===== src/smc_pkg.sv =====
/*
  Constants, modes and state codes for the sleep-mode controller.
  Assumes a 25 MHz system clock.
*/
`default_nettype none
package smc_pkg;
  // ==========================================
  // Mode select codes
  localparam logic [2:0] MODE_IDLE     = 3'h0;
  localparam logic [2:0] MODE_QUIET    = 3'h1;
  localparam logic [2:0] MODE_PDOWN    = 3'h2;
  localparam logic [2:0] MODE_PSAVE    = 3'h3;
  localparam logic [2:0] MODE_STBY     = 3'h6;
  localparam logic [2:0] MODE_XSTBY    = 3'h7;
  // ==========================================
  // Core control register layout
  localparam int       DOZE_OFF_BIT   = 6;
  localparam logic     DOZE_OFF_RST   = 1'b0;
  localparam int       TIMED_WINDOW   = 4;
  // ==========================================
  // Timing
  localparam int CLK_MHZ        = 25;
  localparam int HOLD_CYCLES    = 4;
  localparam int BOD_WAKE_US    = 60;
  localparam int BOD_WAKE_CYC   = BOD_WAKE_US * CLK_MHZ;
  localparam int STBY_WAKE_CYC  = 6;
  localparam int CNT_W          = 16;
  // ==========================================
  // Controller states
  typedef enum logic [4:0] {
    ST_RUN   = 5'h01,
    ST_SLEEP = 5'h02,
    ST_START = 5'h04,
    ST_HOLD  = 5'h08,
    ST_RESUME= 5'h10
  } smc_state_t;
endpackage
`default_nettype wire


===== src/smc_counter.sv =====
/*
  Loadable down counter with a done flag.
  Assumes load and count come from logic on the same clock.
*/
`timescale 1ns/1ps
`default_nettype none
module smc_counter #(
  parameter int W = 16
) (
  input  wire logic         clk_sys,
  input  wire logic         nrst,
  input  wire logic         load,
  input  wire logic [W-1:0] loadValue,
  output var  logic         done
);
  typedef struct packed {
    logic [W-1:0] count;
  } smc_cnt_t;
  smc_cnt_t r;
  smc_cnt_t next_r;
  always_comb begin
    next_r = r;
    if (load) begin
      next_r.count = loadValue;
    end else if (r.count != '0) begin
      next_r.count = r.count - 1'b1;
    end
  end
  always_ff @(posedge clk_sys or negedge nrst) begin
    if (!nrst) begin
      r <= '0;
    end else begin
      r <= next_r;
    end
  end
  // Registered zero only; the sequencer loads from done
  assign done = (r.count == '0);
endmodule
`default_nettype wire


===== src/smc_sleep_mode_controller.sv =====
/*
  Sleep-mode controller: decodes mode and arm bits, gates the clock domains,
  qualifies wake sources, sequences wake delays and the brown-out doze-off.
  Assumes wake sources are synchronous to clk_sys and the core pulses
  sleepExec for one cycle when it executes the sleep instruction.
*/
`timescale 1ns/1ps
`default_nettype none
module smc_sleep_mode_controller
  import smc_pkg::*;
#(
  parameter int unsigned START_DEFAULT = 16384
) (
  input  wire logic                       clk_sys,
  input  wire logic                       nrst,
  input  wire logic                       lowPowerArm,
  input  wire logic [2:0]                 powerStateSelect,
  input  wire logic                       sleepExec,
  input  wire logic                       crystalSelected,
  input  wire logic [smc_pkg::CNT_W-1:0]  clockSourceFuseDelay,
  input  wire logic                       ctrlWrite,
  input  wire logic [7:0]                 ctrlWriteData,
  input  wire logic                       dozeOffEnable,
  input  wire logic                       converterEnabled,
  input  wire logic                       asyncTimerRunning,
  input  wire logic                       extIrqZeroPending,
  input  wire logic                       extIrqZeroLevelMode,
  input  wire logic                       extIrqOtherPending,
  input  wire logic                       pinChangePending,
  input  wire logic                       twoWireMatchPending,
  input  wire logic                       twoWireIrqPending,
  input  wire logic                       asyncTimerIrqPending,
  input  wire logic                       selfProgramReadyPending,
  input  wire logic                       converterDonePending,
  input  wire logic                       wdogIrqPending,
  input  wire logic                       otherIoIrqPending,
  input  wire logic                       wakeReset,
  output var  logic                       coreClockEn,
  output var  logic                       programMemClockEn,
  output var  logic                       peripheralClockEn,
  output var  logic                       converterClockEn,
  output var  logic                       asyncTimerClockEn,
  output var  logic                       mainOscEn,
  output var  logic                       brownoutDetectorEn,
  output var  logic                       brownoutDozeOff,
  output var  logic                       converterStart,
  output var  logic                       coreHold,
  output var  logic                       resetRequest,
  output var  logic                       sleeping
);
  import smc_pkg::*;

  typedef struct packed {
    smc_state_t       state;
    logic [2:0]       mode;
    logic             dozeOff;
    logic             dozeUsed;
    logic [2:0]       timedCount;
    logic             convStart;
    logic             resetReq;
  } smc_regs_t;

  smc_regs_t r;
  smc_regs_t next_r;
  logic                cntLoad;
  logic [CNT_W-1:0]    cntValue;
  logic                cntDone;
  logic                wakeSrc;
  logic                deepMode;
  logic                stbyMode;
  logic                asyncMode;
  logic                zeroWake;
  logic                entryDeep;
  logic                entryConv;

  // ==========================================
  // Mode classification of the latched mode
  always_comb begin
    deepMode  = 1'b0;
    stbyMode  = 1'b0;
    asyncMode = 1'b0;
    case (r.mode)
      MODE_IDLE: begin
        asyncMode = 1'b1;
      end
      MODE_QUIET: begin
        asyncMode = 1'b1;
      end
      MODE_PSAVE: begin
        deepMode  = 1'b1;
        asyncMode = 1'b1;
      end
      MODE_STBY: begin
        deepMode = 1'b1;
        stbyMode = 1'b1;
      end
      MODE_XSTBY: begin
        deepMode  = 1'b1;
        stbyMode  = 1'b1;
        asyncMode = 1'b1;
      end
      default: begin
        // Power-down and the reserved codes
        deepMode = 1'b1;
      end
    endcase
  end

  // ==========================================
  // Entry decode of the requested mode
  always_comb begin
    entryDeep = 1'b1;
    entryConv = 1'b0;
    case (powerStateSelect)
      MODE_IDLE: begin
        entryDeep = 1'b0;
        entryConv = converterEnabled;
      end
      MODE_QUIET: begin
        entryDeep = 1'b0;
        entryConv = converterEnabled;
      end
      default: begin
        // Reserved codes act as power-down
        entryDeep = 1'b1;
      end
    endcase
  end

  // ==========================================
  // Wake qualification
  always_comb begin
    zeroWake = extIrqZeroPending &&
               ((r.mode == MODE_IDLE) || extIrqZeroLevelMode);
    wakeSrc  = 1'b0;
    case (r.mode)
      MODE_IDLE: begin
        wakeSrc = zeroWake || extIrqOtherPending || pinChangePending ||
                  twoWireMatchPending || twoWireIrqPending ||
                  asyncTimerIrqPending || selfProgramReadyPending ||
                  converterDonePending || wdogIrqPending || otherIoIrqPending;
      end
      MODE_QUIET: begin
        wakeSrc = converterDonePending || wdogIrqPending ||
                  twoWireIrqPending || twoWireMatchPending ||
                  (asyncTimerIrqPending && asyncTimerRunning) ||
                  selfProgramReadyPending || zeroWake ||
                  extIrqOtherPending || pinChangePending;
      end
      MODE_PSAVE, MODE_XSTBY: begin
        wakeSrc = zeroWake || extIrqOtherPending || pinChangePending ||
                  twoWireMatchPending || wdogIrqPending ||
                  (asyncTimerIrqPending && asyncTimerRunning);
      end
      default: begin
        wakeSrc = zeroWake || extIrqOtherPending || pinChangePending ||
                  twoWireMatchPending || wdogIrqPending;
      end
    endcase
  end

  // ==========================================
  // Sequencer
  always_comb begin
    next_r           = r;
    next_r.convStart = 1'b0;
    next_r.resetReq  = 1'b0;
    cntLoad          = 1'b0;
    cntValue         = '0;
    if (dozeOffEnable) begin
      next_r.timedCount = 3'(TIMED_WINDOW);
    end else if (r.timedCount != 3'h0) begin
      next_r.timedCount = r.timedCount - 3'h1;
    end
    if (ctrlWrite && (r.timedCount != 3'h0) && !dozeOffEnable) begin
      next_r.dozeOff    = ctrlWriteData[DOZE_OFF_BIT];
      next_r.timedCount = 3'h0;
    end
    case (r.state)
      ST_RUN: begin
        if (sleepExec && lowPowerArm) begin
          next_r.mode  = powerStateSelect;
          next_r.state = ST_SLEEP;
          next_r.dozeUsed  = r.dozeOff && entryDeep;
          next_r.convStart = entryConv;
        end
      end
      ST_SLEEP: begin
        if (wakeReset) begin
          next_r.resetReq = 1'b1;
          next_r.state    = ST_RUN;
          next_r.dozeUsed = 1'b0;
        end else if (wakeSrc) begin
          next_r.state = ST_START;
          cntLoad      = 1'b1;
          if (r.dozeUsed) begin
            cntValue = CNT_W'(BOD_WAKE_CYC);
          end else if (stbyMode && crystalSelected) begin
            cntValue = CNT_W'(STBY_WAKE_CYC - HOLD_CYCLES);
          end else if (deepMode) begin
            cntValue = clockSourceFuseDelay;
          end else begin
            cntValue = '0;
          end
        end
      end
      ST_START: begin
        if (cntDone) begin
          next_r.dozeUsed = 1'b0;
          next_r.state    = ST_HOLD;
          cntLoad         = 1'b1;
          cntValue        = CNT_W'(HOLD_CYCLES - 1);
        end
      end
      ST_HOLD: begin
        if (cntDone) begin
          next_r.state = ST_RESUME;
        end
      end
      default: begin
        // core state untouched, resume after sleep
        next_r.state = ST_RUN;
      end
    endcase
  end

  // ==========================================
  // Register stage
  always_ff @(posedge clk_sys or negedge nrst) begin
    if (!nrst) begin
      r.state      <= ST_RUN;
      r.mode       <= MODE_IDLE;
      r.dozeOff    <= DOZE_OFF_RST;
      r.dozeUsed   <= 1'b0;
      r.timedCount <= 3'h0;
      r.convStart  <= 1'b0;
      r.resetReq   <= 1'b0;
    end else begin
      r <= next_r;
    end
  end

  // ==========================================
  // Wake delay counter
  smc_counter #(
    .W (CNT_W)
  ) u_wake_count (
    .clk_sys   (clk_sys),
    .nrst      (nrst),
    .load      (cntLoad),
    .loadValue (cntValue),
    .done      (cntDone)
  );

  // ==========================================
  // Clock gating outputs
  always_comb begin
    sleeping           = (r.state == ST_SLEEP);
    coreClockEn        = (r.state == ST_RUN) || (r.state == ST_RESUME);
    programMemClockEn  = coreClockEn;
    peripheralClockEn  = 1'b1;
    converterClockEn   = 1'b1;
    asyncTimerClockEn  = 1'b1;
    mainOscEn          = 1'b1;
    if (sleeping) begin
      case (r.mode)
        MODE_IDLE: begin
          asyncTimerClockEn = asyncTimerRunning;
        end
        MODE_QUIET: begin
          peripheralClockEn = 1'b0;
          asyncTimerClockEn = asyncTimerRunning;
        end
        default: begin
          peripheralClockEn = 1'b0;
          converterClockEn  = 1'b0;
          asyncTimerClockEn = asyncMode && asyncTimerRunning;
          mainOscEn         = stbyMode && crystalSelected;
        end
      endcase
    end
  end

  // ==========================================
  // Status and pulse outputs
  always_comb begin
    brownoutDetectorEn = !(sleeping && r.dozeUsed);
    brownoutDozeOff    = r.dozeOff;
    converterStart     = r.convStart;
    coreHold           = (r.state == ST_START) || (r.state == ST_HOLD) || sleeping;
    resetRequest       = r.resetReq;
  end
endmodule
`default_nettype wire


===== config.mk =====
export PLATFORM = sky130hd
export DESIGN_NAME = smc_sleep_mode_controller
export DESIGN_NICKNAME = d
export VERILOG_FILES = /design/src/smc_pkg.sv /design/src/smc_counter.sv /design/src/smc_sleep_mode_controller.sv
export SDC_FILE = /design/constraint.sdc
export NUM_CORES = 1
export LEC_CHECK = 0
export ABC_CLOCK_PERIOD_IN_PS = 2000
export BUFFER_PORTS_ARGS = -buffer_cell sky130_fd_sc_hd__buf_2
export CORE_MARGIN = 4
export CORE_UTILIZATION = 46
export DETAILED_ROUTE_END_ITERATION = 8
export PLACE_DENSITY_LB_ADDON = 0.25
export SYNTH_ARGS = -nofsm -noshare
export SYNTH_HDL_FRONTEND = slang
export SYNTH_SLANG_ARGS = --single-unit

===== constraint.sdc =====
create_clock -name clk_sys -period 2 [get_ports clk_sys]
set_input_delay 0 -clock clk_sys [delete_from_list [all_inputs] [get_ports clk_sys]]
set_output_delay 0 -clock clk_sys [all_outputs]
set_load 0.03 [all_outputs]

==> results of run 1 <==
==> state kept, by name (all words and copies together), names as in the netlist <==
name / cells
resetRequest: 1
brownoutDozeOff: 1
r: 12
converterStart: 1
u_wake_count.r: 16
==> through the flow <==
step	setup TNS [ns]	worst slack [ns]	std cells	hold slack (ns)	area (µm²)
5_1_grt	-0.183	-0.0597	346	0.0221	2720
3_3_place_gp	0	0.161	317	0.0965	2400
6_report	0	0.0845	346	0.0101	2720
2_1_floorplan	0	0.0632	207	-0.296	1980
4_1_cts	0	0.0906	345	0.00271	2700
3_5_place_dp	0	0.103	317	0.111	2400
==> metal layers <==
metal,vias to the layer above,GRT usage,part of all wire
li1,933,-,-
met1,878,0.258,0.45
met2,41,0.325,0.49
met3,5,0.0479,0.044
met4,0,0.0624,0.0095
met5,-,0,0
==> worst min path at each step <==
stage                       startpoint           endpoint  slack, ns
6_report       clockSourceFuseDelay[6]  u_wake_count.r[6]       0.01
5_1_grt        clockSourceFuseDelay[7]  u_wake_count.r[7]       0.02
4_1_cts        clockSourceFuseDelay[7]  u_wake_count.r[7]      0.003
3_5_place_dp                      nrst  u_wake_count.r[5]       0.11
3_3_place_gp                      nrst  u_wake_count.r[5]        0.1
2_1_floorplan                     nrst    brownoutDozeOff      -0.30
==> cell families (layout without fill, tap and decap cells) <==
logic type | Yosys count | in the layout | synth area share
compound gates | 43 | 43 | 0.155
xor+xnor | 11 | 11 | 0.0489
fa+ha+maj | 3 | 3 | 0.0191
buf+inv | 12 | 101 | 0.0318
flops | 31 | 31 | 0.395
mux | 16 | 16 | 0.0839
simple gates | 91 | 91 | 0.266
==> cell usage after synthesis (2+ instances only) <==
cell	count
nor3_1	7
xnor2_1	6
o31ai_1	5
o21ai_0	10
dfrtp_1	30
nand2b_1	2
xor2_1	5
buf_2	2
and3_1	4
a31oi_1	2
a21o_1	2
nand3b_1	3
nor4_4	2
inv_1	6
mux2_2	4
and2_1	2
ha_1	3
buf_4	2
a21oi_1	11
nand2_1	17
nand3_1	13
o211ai_1	3
nor2_1	19
nor2b_1	3
nor4b_1	2
mux2i_1	12
nor4_1	5
==> what timing repair did <==
item | in CTS | in global routing
hold endpoints to repair | 51 | 0
gates resized for setup | 0 | 3
setup buffers | 0 | 1
hold buffers | 20 | 0
setup endpoints to repair | 0 | 12
==> power by group <==
| part | total [mW] | switching, mW | leakage (nW) | internal [mW] |
|---|---|---|---|---|
| clock | 0.538 | 0.224 | 0.0515 | 0.314 |
| combinational | 1.38 | 0.698 | 0.766 | 0.678 |
| sequential | 1.22 | 0.345 | 0.373 | 0.872 |
==> worst max-delay path: cells and delay by family, from the launching register on <==
family	cells	cell delay, ns
DFF	1	0.40
buffers and inverters	1	0.19
and+or+nand+nor	2	0.92
AOI/OAI and AO/OA	3	0.33
==> area by class of cell <==
cell class / instances / area (µm²) / area share
tap: 50 / 62.6 / 0.0230
sequential: 31 / 777 / 0.286
inverter: 6 / 22.5 / 0.00828
timing repair buffer: 87 / 598 / 0.220
clock buffer: 8 / 100 / 0.0368
multi-input combinational: 164 / 1160 / 0.427
==> placed cells by master (no fill, tap or decap), types with 2 or more instances in the layout <==
| cell | n |
|---|---|
| buf_2 | 52 |
| dfrtp_1 | 30 |
| dlygate4sd3_1 | 20 |
| nor2_1 | 19 |
| nand2_1 | 17 |
| nand3_1 | 13 |
| buf_4 | 13 |
| mux2i_1 | 12 |
| a21oi_1 | 11 |
| o21ai_0 | 10 |
| clkbuf_8 | 7 |
| inv_1 | 6 |
| xnor2_1 | 6 |
| nor3_1 | 6 |
| o31ai_1 | 5 |
| xor2_1 | 5 |
| and3_1 | 4 |
| mux2_2 | 4 |
| nor4_4 | 3 |
| nor4_1 | 3 |
| nor2b_1 | 3 |
| nand3b_1 | 3 |
| o211ai_1 | 3 |
| ha_1 | 3 |
| and2_1 | 2 |
| nor4b_1 | 2 |
| nand2b_1 | 2 |
| a21o_1 | 2 |
| a31oi_1 | 2 |
| buf_12 | 2 |
==> results.md, run 1 <==
Setup path:
- The critical path is of the flop to flop type.
- Setup slack on the worst reg-to-reg path comes out at 0.08 ns.
- The startpoint identified for the worst register-to-register timing path is u_wake_count.r[0].
- The termination of the worst setup path is u_wake_count.r[9].
- The slowest stage of the critical path belongs to the cell or4_4.
- The cell depth of the worst flop-to-flop path is 6.
- For the worst setup path, the data required time is 2.20 ns.
- The type of destination of the critical path is a flop.
- The endpoint of the lowest-slack register-to-register path is u_wake_count.r[9].
- The largest single stage delay on the critical path is 0.57 ns.
- For the worst setup path, the data arrival time is 2.11 ns.
- The critical path goes through or4_4, nor4_4, buf_4, o211a_1, a21oi_1, o21ai_0.
- The highest net fanout along the worst path is 5.
- The origin of the worst setup path is u_wake_count.r[0].
- STA classifies the critical path startpoint as a flop.

Power and ir drop:
- The overall power is 3.13 mW.
- For this design the ratio of total power to cell area is 1150 nW/µm².
- Across the VDD grid, the largest voltage drop is 650 µV.
- The analysis attributes to cell leakage a power of 1.19 nW.

Logic synthesis:
- For this run, the number of Yosys warnings is 0.
- The proportion of netlist area held by the largest area contributor is 0.381.
- The flip-flop cell with the highest count after synthesis is dfrtp_1.
- Counting flops with a built-in enable in the synthesized netlist gives 0.
- The flip-flop and latch count after synthesis is 31.
- After synthesis, the mean cell area works out to 9.51 µm².
- After technology mapping, the gate count stands at 207.
- The sequential element share of the synthesized area is 0.395.
- The cell area after synthesis is 1970 µm².
- Sorting the synthesized cells by area gives the leading types as dfrtp_1, mux2i_1, nor2_1.
- Of all flip-flops after synthesis, the portion carrying an async set or reset was 1.00.
- The distinct cell type count after synthesis is 52.
- The synthesized net count is 258.
- Summed over all instances, the cell type with the most area after synthesis is dfrtp_1.

Final layout:
- The filler cell count is 346.
- The utilization of the core after routing is 0.671.
- Of the cells placed in the final design, the portion with a size suffix greater than 1 is 0.321.
- The number of nets in the layout is 346.
- The diode insertion count for antenna repair is 0.
- The post-synthesis to final-layout area growth is 38.3%.

GRT:
- The wire length of the first global-routing pass is 8300 µm.
- For this run, the total global-route usage over all layers was measured as 0.198.
- The largest net degree at the start of global routing is 32.
- The via count of the first global-routing pass was 1856.
- The aggregate global routing overflow is 0.
- The initial antenna violation count came to 0.

Clock tree:
- The insertion delay of the later-clocked pin in the worst-skew pair is 0.28 ns.
- The TritonCTS clock tree is done.
- Counting along the longest clock path gives a buffer depth of 2.
- The clock root buffer is clkbuf_8.
- The clock-pin transition on the worst setup and hold timing paths is 0.07 ns.
- TritonCTS created 5 clock buffers.
- Clock tree synthesis found a total of 31 sinks.
- In this run the number of H-tree levels came out at 2.

Floorplanning:
- The floorplan step set the die height to 73.4 µm.
- 60 I/O pins were placed.
- The total area inside the core boundary comes to 4060 µm².
- The overall die area is 5390 µm².
- In this run the core area contains 23 standard-cell rows.
- The effective utilization at floorplan is 0.485.
- From left edge to right edge, the die measures 73.4 µm.

Worst hold path:
- In this run the worst hold path is classified as input pin to flop.
- Counting instances, the worst hold path has a depth of 3.

Job:
- Across the run, the number of max-cap violations was 0.

Drt:
- The total wire length is 4960 µm.
- The first-pass iteration count of the detailed router is 4.
- The detail route stage leaves a number of antenna-violating nets equal to 0.
- The routed layout has 1857 vias.
- The post-detailed-route wirelength per cell is 14.3 µm.
- The initial DRC count is 102.
- After detailed routing, the number of remaining DRC violations is 0.
- Using the TritonRoute via totals, the vias-per-cell ratio works out to 5.37.

Timing:
- The count of pins over their slew limit is 0.
- The transition time at the pin with the least slew margin is 0.722 ns.
- The timing-limited maximum frequency is 522 MHz.
- The worst clock skew is 0.00657 ns.
- For the finished layout, the period the worst path requires is 1.92 ns.
- Of the available clock period, the critical path in the final layout requires 0.958.
- The final-report hold violation count is 0.
- The worst slew margin relative to its limit is 0.519.
- Setup violations remaining at the end of the flow were counted as 0.
- Setup repair after global routing could not meet its margin everywhere.

Outcome:
- The run finished with clean final reports.

Placed design:
- After legalization and detailed placement, the total HPWL measured 3580 µm.
- The congestion estimate from routability-driven global placement came to 0.800.
- The number of port buffers is 52.
Power figures use the tool's default switching activity.
==> run 2, diff against run 1 <==
--- a/config.mk
+++ b/config.mk
@@ -8,7 +8,9 @@
 export ABC_CLOCK_PERIOD_IN_PS = 2000
 export BUFFER_PORTS_ARGS = -buffer_cell sky130_fd_sc_hd__buf_2
 export CORE_MARGIN = 4
-export CORE_UTILIZATION = 46
+export CORE_UTILIZATION = 48
+export CTS_BUF_LIST = sky130_fd_sc_hd__clkbuf_4
+export CTS_CLUSTER_SIZE = 8
 export DETAILED_ROUTE_END_ITERATION = 8
 export PLACE_DENSITY_LB_ADDON = 0.25
 export SYNTH_ARGS = -nofsm -noshare
==> results.md, run 2 (synthesis gave the netlist of run 1 again) <==
Outcome:
- The flow ran to the end, and the final reports show no timing, DRC or antenna violations.

Timing:
- The count of pins over their slew limit is 0 (unchanged).
- The worst path setup slack after routing is 0.0674 ns (-0.0171 ns).
- The final critical path time including I/O delays and setup is 1.93 ns (+0.0171 ns).
- The worst slew margin relative to its limit is 0.521 (+0.00204).
- The final setup violation count came to 0 (unchanged).
- The minimum hold slack is 0.0194 ns (+0.00925 ns).
- The final setup TNS is 0 ns (unchanged).
- The timing-limited maximum frequency is 517 MHz (-0.88%).
- The transition time at the pin with the least slew margin came to 0.719 ns (-0.00306 ns).
- The final-report hold violation count was 0 (unchanged).
- The final cycle utilization of the critical path is 0.966 (+0.00854).
- The worst clock skew is 0.0136 ns (+0.00702 ns).

Worst hold path:
- The path class of the lowest-slack min-delay path is input pin to flop.

Clock tree:
- The insertion delay of the later-clocked pin in the worst-skew pair is 0.33 ns (+0.05 ns).
- The number of sinks handled by clock tree synthesis is 31 (unchanged).
- The number of buffers inserted during clock tree synthesis is 5 (unchanged).
- The clock root buffer is clkbuf_4.
- The clock-pin transition on the worst setup and hold timing paths came to 0.11 ns (+0.04 ns).
- The maximum clock path buffer count is 2 (unchanged).
- The TritonCTS clock tree is done.
- The number of levels in the clock H-tree is 2 (unchanged).

Drt:
- The via count of the routed design is 1885 (+1.5%).
- The DRC violations left is 0 (unchanged).
- The initial DRC count was 102 (unchanged).
- The post-detailed-route wirelength per cell is 14.0 µm (-2.6%).
- The first-pass iteration count of the detailed router came to 4 (unchanged).
- The vias per cell is 5.29 (-1.3%).
- The number of nets with antenna violations after routing came to 0 (unchanged).
- The total wire length was 4970 µm (+0.24%).

Final layout:
- The leading cell type in the layout, fill and taps excluded is buf_2.
- The register with the most flip-flops is u_wake_count.r.
- The number of nets in the layout is 356 (+2.9%).
- The filler cell count is 310 (-10%).
- The library cells used most frequently in the layout, excluding fill and tap cells, are buf_2, dfrtp_1, dlygate4sd3_1, nor2_1, buf_4.
- The utilization of the core after routing is 0.696 (+0.0256).
- The number of non-filler instances in the completed layout is 356 (+2.9%).
- The flip-flop count of the largest register, all copies and words added is 16 (unchanged).
- The diode insertion count for antenna repair was 0 (unchanged).
- The share of post-route cells with drive strength above 1 was 0.324 (+0.00258).
- The largest registers in the layout are u_wake_count.r: 16 flops, r: 12 flops.
- The post-synthesis to final-layout area growth is 40.5%.
- The final design instance area without fill was 2770 µm² (+1.6%).

GRT:
- The overall track demand over capacity in global routing is 0.200 (+0.00183).
- The largest net degree at the start of global routing is 32 (unchanged).
- The via count of the first global-routing pass is 1815 (-2.2%).
- The wire length of the first global-routing pass came to 8180 µm (-1.5%).
- The initial antenna violation count is 0 (unchanged).
- The aggregate global routing overflow is 0 (unchanged).

Power and ir drop:
- The worst vdd rail ir drop is 712 µV (+9.6%).
- The combinational group share of total power was 0.461 (+0.021).
- The overall power is 3.12 mW (-0.37%).
- The internal power consumption is 1.85 mW (-0.47%).
- The clock network power share is 0.155 (-0.017).
- The total leakage power came to 1.22 nW (+2.1%).
- The total power per unit cell area is 1130 nW/µm² (-2.0%).
- The power share of the sequential group was 0.384 (-0.005).
- The total net switching power is 1.26 mW (-0.24%).
- The net switching fraction of the power is 0.405 (+0.000552).

Placed design:
- The worst setup slack after placement came to 0.0822 ns (-0.0205 ns).
- The number of cells in the design after placement is 316 (-0.32%).
- The instance area at placement is 2380 µm² (-0.84%).
- The number of port buffers was 52 (unchanged).
- The placed wire-length estimate is 3500 µm (-2.2%).
- The final weighted congestion of routability-driven global placement is 0.741 (-7.3%).

Floorplanning:
- The vertical die dimension is 72.0 µm (-1.9%).
- The overall die area is 5190 µm² (-3.7%).
- The count of boundary I/O pins is 60 (unchanged).
- The placeable core area is 3970 µm² (-2.1%).
- The row count is 23 (unchanged).
- The effective utilization at floorplan is 0.496 (+0.0105).
- The horizontal die dimension is 72.0 µm (-1.9%).

Job:
- The max-cap violation count is 0 (unchanged).

Setup path:
- The sum of buffers and inverters on the critical path is 3 (+2).
- The data required time of the worst path is 2.20 ns (about the same).
- For this design, the slowest cell found on the critical path is dfrtp_1.
- The type of element launching the critical path is a flop.
- The delay of the slowest critical-path stage is 0.43 ns (-0.14 ns).
- STA classifies the critical path endpoint as a flop.
- The top cell family by delay on the critical path is simple AND/OR/NAND/NOR gates.
- The highest net fanout along the worst path was 6 (+1).
- The arrival time at the worst endpoint is 2.14 ns (+0.03 ns).
- The most numerous cell type found on the critical path is buf_4.
- The register-to-register setup slack was 0.07 ns (-0.02 ns).
- The category of the most critical setup path is flop to flop.
- Walking the worst path, the cells encountered are inv_1, ha_2, nor3b_2, buf_4, nand4b_1, buf_4, nor2_4, xnor2_1, o211ai_1.
## run 2: cell types whose count changed in the layout (fill, tap and decap cells not counted), moves of 5 or more
cell,change
clkbuf_8,-7
clkbuf_4,+5
dlygate4sd3_1,+6
buf_4,+5
## run 2: final timing paths
| path | from | to | cells after the start |
|---|---|---|---|
| setup / recovery | u_wake_count.r[1] | u_wake_count.r[0] | 9 |
| hold / removal | sleepExec | r[10] | 4 |
| setup reg to reg | u_wake_count.r[1] | u_wake_count.r[0] | 9 |
| hold reg to reg | brownoutDozeOff | brownoutDozeOff | 1 |
| max in group asynchronous | nrst | u_wake_count.r[3] | 2 |
| min in group asynchronous | nrst | r[2] | 2 |
## run 2: layout make-up
cell class              count  area (µm²)  share of cell area
multi-input cells         164        1150               0.416
flip-flops and latches     31         777               0.281
repair buffers             97         676               0.244
well taps                  50        62.6              0.0226
clock inverters             3        38.8              0.0140
clock buffers               5        37.5              0.0136
inverters                   6        22.5             0.00814
## run 2: routing by layer
| layer | global-route usage | wire length, µm | vias up |
|---|---|---|---|
| met4 | 0.0564 | 19 | 0 |
| met2 | 0.329 | 2390 | 46 |
| li1 | - | - | 953 |
| met1 | 0.266 | 2320 | 884 |
| met3 | 0.0443 | 237 | 2 |
| met5 | 0 | 0 | - |
## run 2: power groups by stage
stage	registers, mW	logic, mW	clock network (mW)
floorplan	1.13	0.986	0
global placement	1.20	1.30	0
detailed placement	1.20	1.33	0
CTS	1.19	1.37	0.500
global route	1.23	1.60	0.529
finish	1.20	1.44	0.484
## run 2: tightest hold or removal path: stages
cell	delay (ns)
buf_2	0.09
nand2_1	0.05
nand2_1	0.11
o211ai_1	0.10
## run 2: timing repair
action,CTS,global route
hold buffers,25,1
resized for setup,0,3
endpoints found under the setup margin,0,5
buffers inserted,0,6
endpoints found under the hold margin,55,1
==> run 3, diff against run 2 <==
--- a/config.mk
+++ b/config.mk
@@ -8,11 +8,12 @@
 export ABC_CLOCK_PERIOD_IN_PS = 2000
 export BUFFER_PORTS_ARGS = -buffer_cell sky130_fd_sc_hd__buf_2
 export CORE_MARGIN = 4
-export CORE_UTILIZATION = 48
+export CORE_UTILIZATION = 49
 export CTS_BUF_LIST = sky130_fd_sc_hd__clkbuf_4
 export CTS_CLUSTER_SIZE = 8
 export DETAILED_ROUTE_END_ITERATION = 8
 export PLACE_DENSITY_LB_ADDON = 0.25
 export SYNTH_ARGS = -nofsm -noshare
 export SYNTH_HDL_FRONTEND = slang
+export SYNTH_HIERARCHICAL = 1
 export SYNTH_SLANG_ARGS = --single-unit
==> results.md, run 3 <==
Outcome:
- The run finished, with violations left.
- The final reports fail on negative setup slack.

Placed design:
- The worst setup slack after placement came to -0.156 ns (-0.239 ns).
- The placed wire-length estimate is 4100 µm (+17%).
- The number of port buffers is 52 (unchanged).
- The number of cells in the design after placement was 368 (+16%).
- The final weighted congestion of routability-driven global placement is 0.853 (+15%).

Drt:
- Signal routing reaches up to met4.
- The DRC violations left is 0 (unchanged).
- The total wire length is 6050 µm (+22%).
- The first-pass iteration count of the detailed router was 4 (unchanged).
- The routed metal-1 wirelength is 2640 µm (+14%).
- The number of nets with antenna violations after routing is 0 (unchanged).
- The initial DRC count is 188 (+84%).
- The vias per cell is 5.61 (+5.9%).
- The routed length on met2 is 2890 µm (+21%).
- The met3 wire length was 405 µm (+71%).
- The post-detailed-route wirelength per cell was 15.3 µm (+9.8%).
- The via count of the routed design was 2214 (+17%).

Job:
- The max-cap violation count is 0 (unchanged).

Setup path:
- The arrival time at the worst endpoint is 2.35 ns (+0.21 ns).
- The source of the worst register-to-register timing path is u_wake_count/r[1].
- The register-to-register setup slack was -0.14 ns (-0.21 ns).
- The type of destination of the critical path is a flop.
- The highest net fanout along the worst path is 6 (unchanged).
- The cell depth of the worst flop-to-flop path is 10 (+1).
- The worst register-to-register path ends at u_wake_count/r[14].
- STA classifies the critical path startpoint as a flop.
- The category of the most critical setup path is flop to flop.
- The data required time of the worst path is 2.21 ns (about the same).

Final layout:
- The share of post-route cells with drive strength above 1 is 0.406 (+0.0823).
- In the layout the commonest cells are buf_2, buf_4, dfrtp_1, nor3_1, a21oi_1.
- The number of non-filler instances in the completed layout came to 395 (+11%).
- The flip-flop count of the largest register, all copies and words added is 16 (unchanged).
- Counting flops per register, the top entry is u_wake_count/r.
- The filler cell count is 293 (-5.5%).
- From synthesis to final layout, the design area changed by 39.2%.
- The largest registers in the layout are u_wake_count/r: 16 flops, r: 12 flops.
- The diode insertion count for antenna repair was 0 (unchanged).
- The leading cell type in the layout, fill and taps excluded is buf_2.
- The number of nets in the layout came to 395 (+11%).

Timing:
- The worst slew margin relative to its limit is 0.529 (+0.00758).
- The final-report hold violation count is 0 (unchanged).
- The final setup violation count is 17 (+17).
- The count of pins over their slew limit is 0 (unchanged).
- The final cycle utilization of the critical path came to 1.07 (+0.104).
- The transition time at the pin with the least slew margin is 0.707 ns (-0.0114 ns).
- The timing-limited maximum frequency is 467 MHz (-9.7%).
- The worst path setup slack after routing is -0.140 ns (-0.207 ns).
- Setup repair after global routing could not meet its margin everywhere.
- The minimum hold slack is 0.0358 ns (+0.0165 ns).
- The final critical path time including I/O delays and setup is 2.14 ns (+0.207 ns).
- The worst clock skew is 0.0143 ns (+0.000682 ns).

Power and ir drop:
- The worst vdd rail ir drop is 532 µV (-25%).
- The total power per unit cell area is 968 nW/µm² (-14%).
- The total leakage power is 1.37 nW (+12%).

Logic synthesis:
- The number of synthesis warnings is 6 (+6).
- The cell type contributing the most total cell area after synthesis is dfrtp_1.
- The cell area after synthesis came to 2160 µm² (+9.7%).
- The distinct cell type count after synthesis is 56 (+7.7%).
- The post-synthesis async set-or-reset flop share is 1.00 (unchanged).
- In the synthesized netlist the dominant register cell turns out to be dfrtp_1.
- The most common cell in the synthesized netlist is dfrtp_1.
- Ranked by instance count, the synthesized netlist is headed by dfrtp_1, nor3_1, a21oi_1.
- The sequential element share of the synthesized area is 0.360 (-0.0348).
- The flip-flop and latch count after synthesis is 31 (unchanged).
- The number of flops mapped to enable cells by yosys was 0 (unchanged).
- The number of standard cells after synthesis is 240 (+16%).
- By area the synthesized netlist is led by dfrtp_1, nor3_1, a21oi_1.
- The average size of a mapped cell is 8.99 µm² (-5.4%).
- The synthesized net count is 291 (+13%).
- The proportion of netlist area held by the largest area contributor was 0.348 (-0.0336).

Floorplanning:
- The overall die area was 5530 µm² (+6.6%).
- The count of boundary I/O pins was 60 (unchanged).
- The effective utilization at floorplan is 0.524 (+0.0289).
- The horizontal die dimension was 74.4 µm (+3.2%).
- The vertical die dimension is 74.4 µm (+3.2%).
- The placeable core area is 4120 µm² (+3.6%).
- The row count came to 23 (unchanged).

Clock tree:
- TritonCTS built the clock tree.
- The insertion delay of the later-clocked pin in the worst-skew pair is 0.34 ns (about the same).
- The maximum clock path buffer count is 2 (unchanged).
- The clock-pin transition on the worst setup and hold timing paths is 0.10 ns (about the same).
- The number of buffers inserted during clock tree synthesis is 5 (unchanged).
- The number of sinks handled by clock tree synthesis came to 31 (unchanged).
- In this run the clock root is driven by a clkbuf_4.
- The number of levels in the clock H-tree is 2 (unchanged).

Worst hold path:
- The path class of the lowest-slack min-delay path is input pin to flop.
- The path with the worst hold slack has its endpoint at u_wake_count/r[15].
- The startpoint identified for the worst hold timing path is clockSourceFuseDelay[15].
- The instance count along the most critical hold path is 5 (+1).

GRT:
- The initial antenna violation count is 0 (unchanged).
- The overall track demand over capacity in global routing is 0.230 (+0.0298).
- The largest net degree at the start of global routing is 32 (unchanged).
- The wire length of the first global-routing pass is 9770 µm (+19%).
- The aggregate global routing overflow came to 0 (unchanged).
- The via count of the first global-routing pass is 2129 (+17%).
## run 3: kinds of logic (layout without fill, tap and decap cells)
logic type | after synthesis | after routing | synth area share
flops | 31 | 31 | 0.360
xor+xnor | 9 | 9 | 0.0365
simple gates | 117 | 117 | 0.334
fa+ha+maj | 3 | 3 | 0.0174
buf+inv | 21 | 125 | 0.0533
compound gates | 52 | 53 | 0.162
mux | 7 | 7 | 0.0371
## run 3: through the flow
step	utilization	area, µm²	TNS, ns	power (mW)
6_report	0.730	3010	-1.40	2.91
5_1_grt	0.730	3010	-2.82	3.12
4_1_cts	0.717	2950	-0.199	2.81
3_5_place_dp	0.661	2720	-1.46	2.37
3_3_place_gp	0.661	2720	-0.412	2.33
2_1_floorplan	-	2200	-5.02	1.80
## run 3: how the worst max path moves through the flow
stage	start	end	slack [ns]	cells past startpoint
after floorplan	u_wake_count/r[0]	u_wake_count/r[10]	-0.36	11
after global placement	u_wake_count/r[0]	u_wake_count/r[13]	-0.06	10
after detailed placement	u_wake_count/r[1]	u_wake_count/r[8]	-0.16	10
after CTS	u_wake_count/r[0]	u_wake_count/r[14]	-0.04	10
after global routing	u_wake_count/r[1]	u_wake_count/r[8]	-0.20	11
final	u_wake_count/r[1]	u_wake_count/r[14]	-0.14	10
## run 3: area by class of cell
type | instances | area (µm²) | share of cell area
clock buffers | 6 | 45.0 | 0.0150
clock inverters | 2 | 8.76 | 0.00291
inverters | 6 | 22.5 | 0.00749
multi-input cells | 189 | 1350 | 0.450
flip-flops and latches | 31 | 778 | 0.259
well taps | 50 | 62.6 | 0.0208
repair buffers | 111 | 736 | 0.245
## run 3: where the power goes
part / total (mW) / internal, mW / switching (mW)
clock: 0.363 / 0.145 / 0.217
sequential: 1.05 / 0.812 / 0.234
combinational: 1.50 / 0.822 / 0.678
total: 2.91 / 1.78 / 1.13
## run 3: per-layer routing
metal	GRT usage	up-vias
met5	0	-
met4	0.0889	0
met3	0.0459	15
met2	0.373	86
met1	0.303	1032
li1	-	1081
## run 3: critical path, stage by stage (launching register included)
cell and delay, ns:
dfrtp_1 0.42, inv_2 0.09, ha_4 0.13, nor3b_4 0.20
nand3_2 0.13, nor2_4 0.13, nand3b_1 0.13, or2_4 0.29
o21ai_4 0.12, nor2b_1 0.10, a221o_1 0.29
## run 3: what timing repair did
action,CTS,global route
cloned,1,0
endpoints found under the setup margin,17,18
hold buffers,10,0
endpoints found under the hold margin,40,0
gates resized for setup,6,10
setup buffers,6,2
pin swaps,9,3
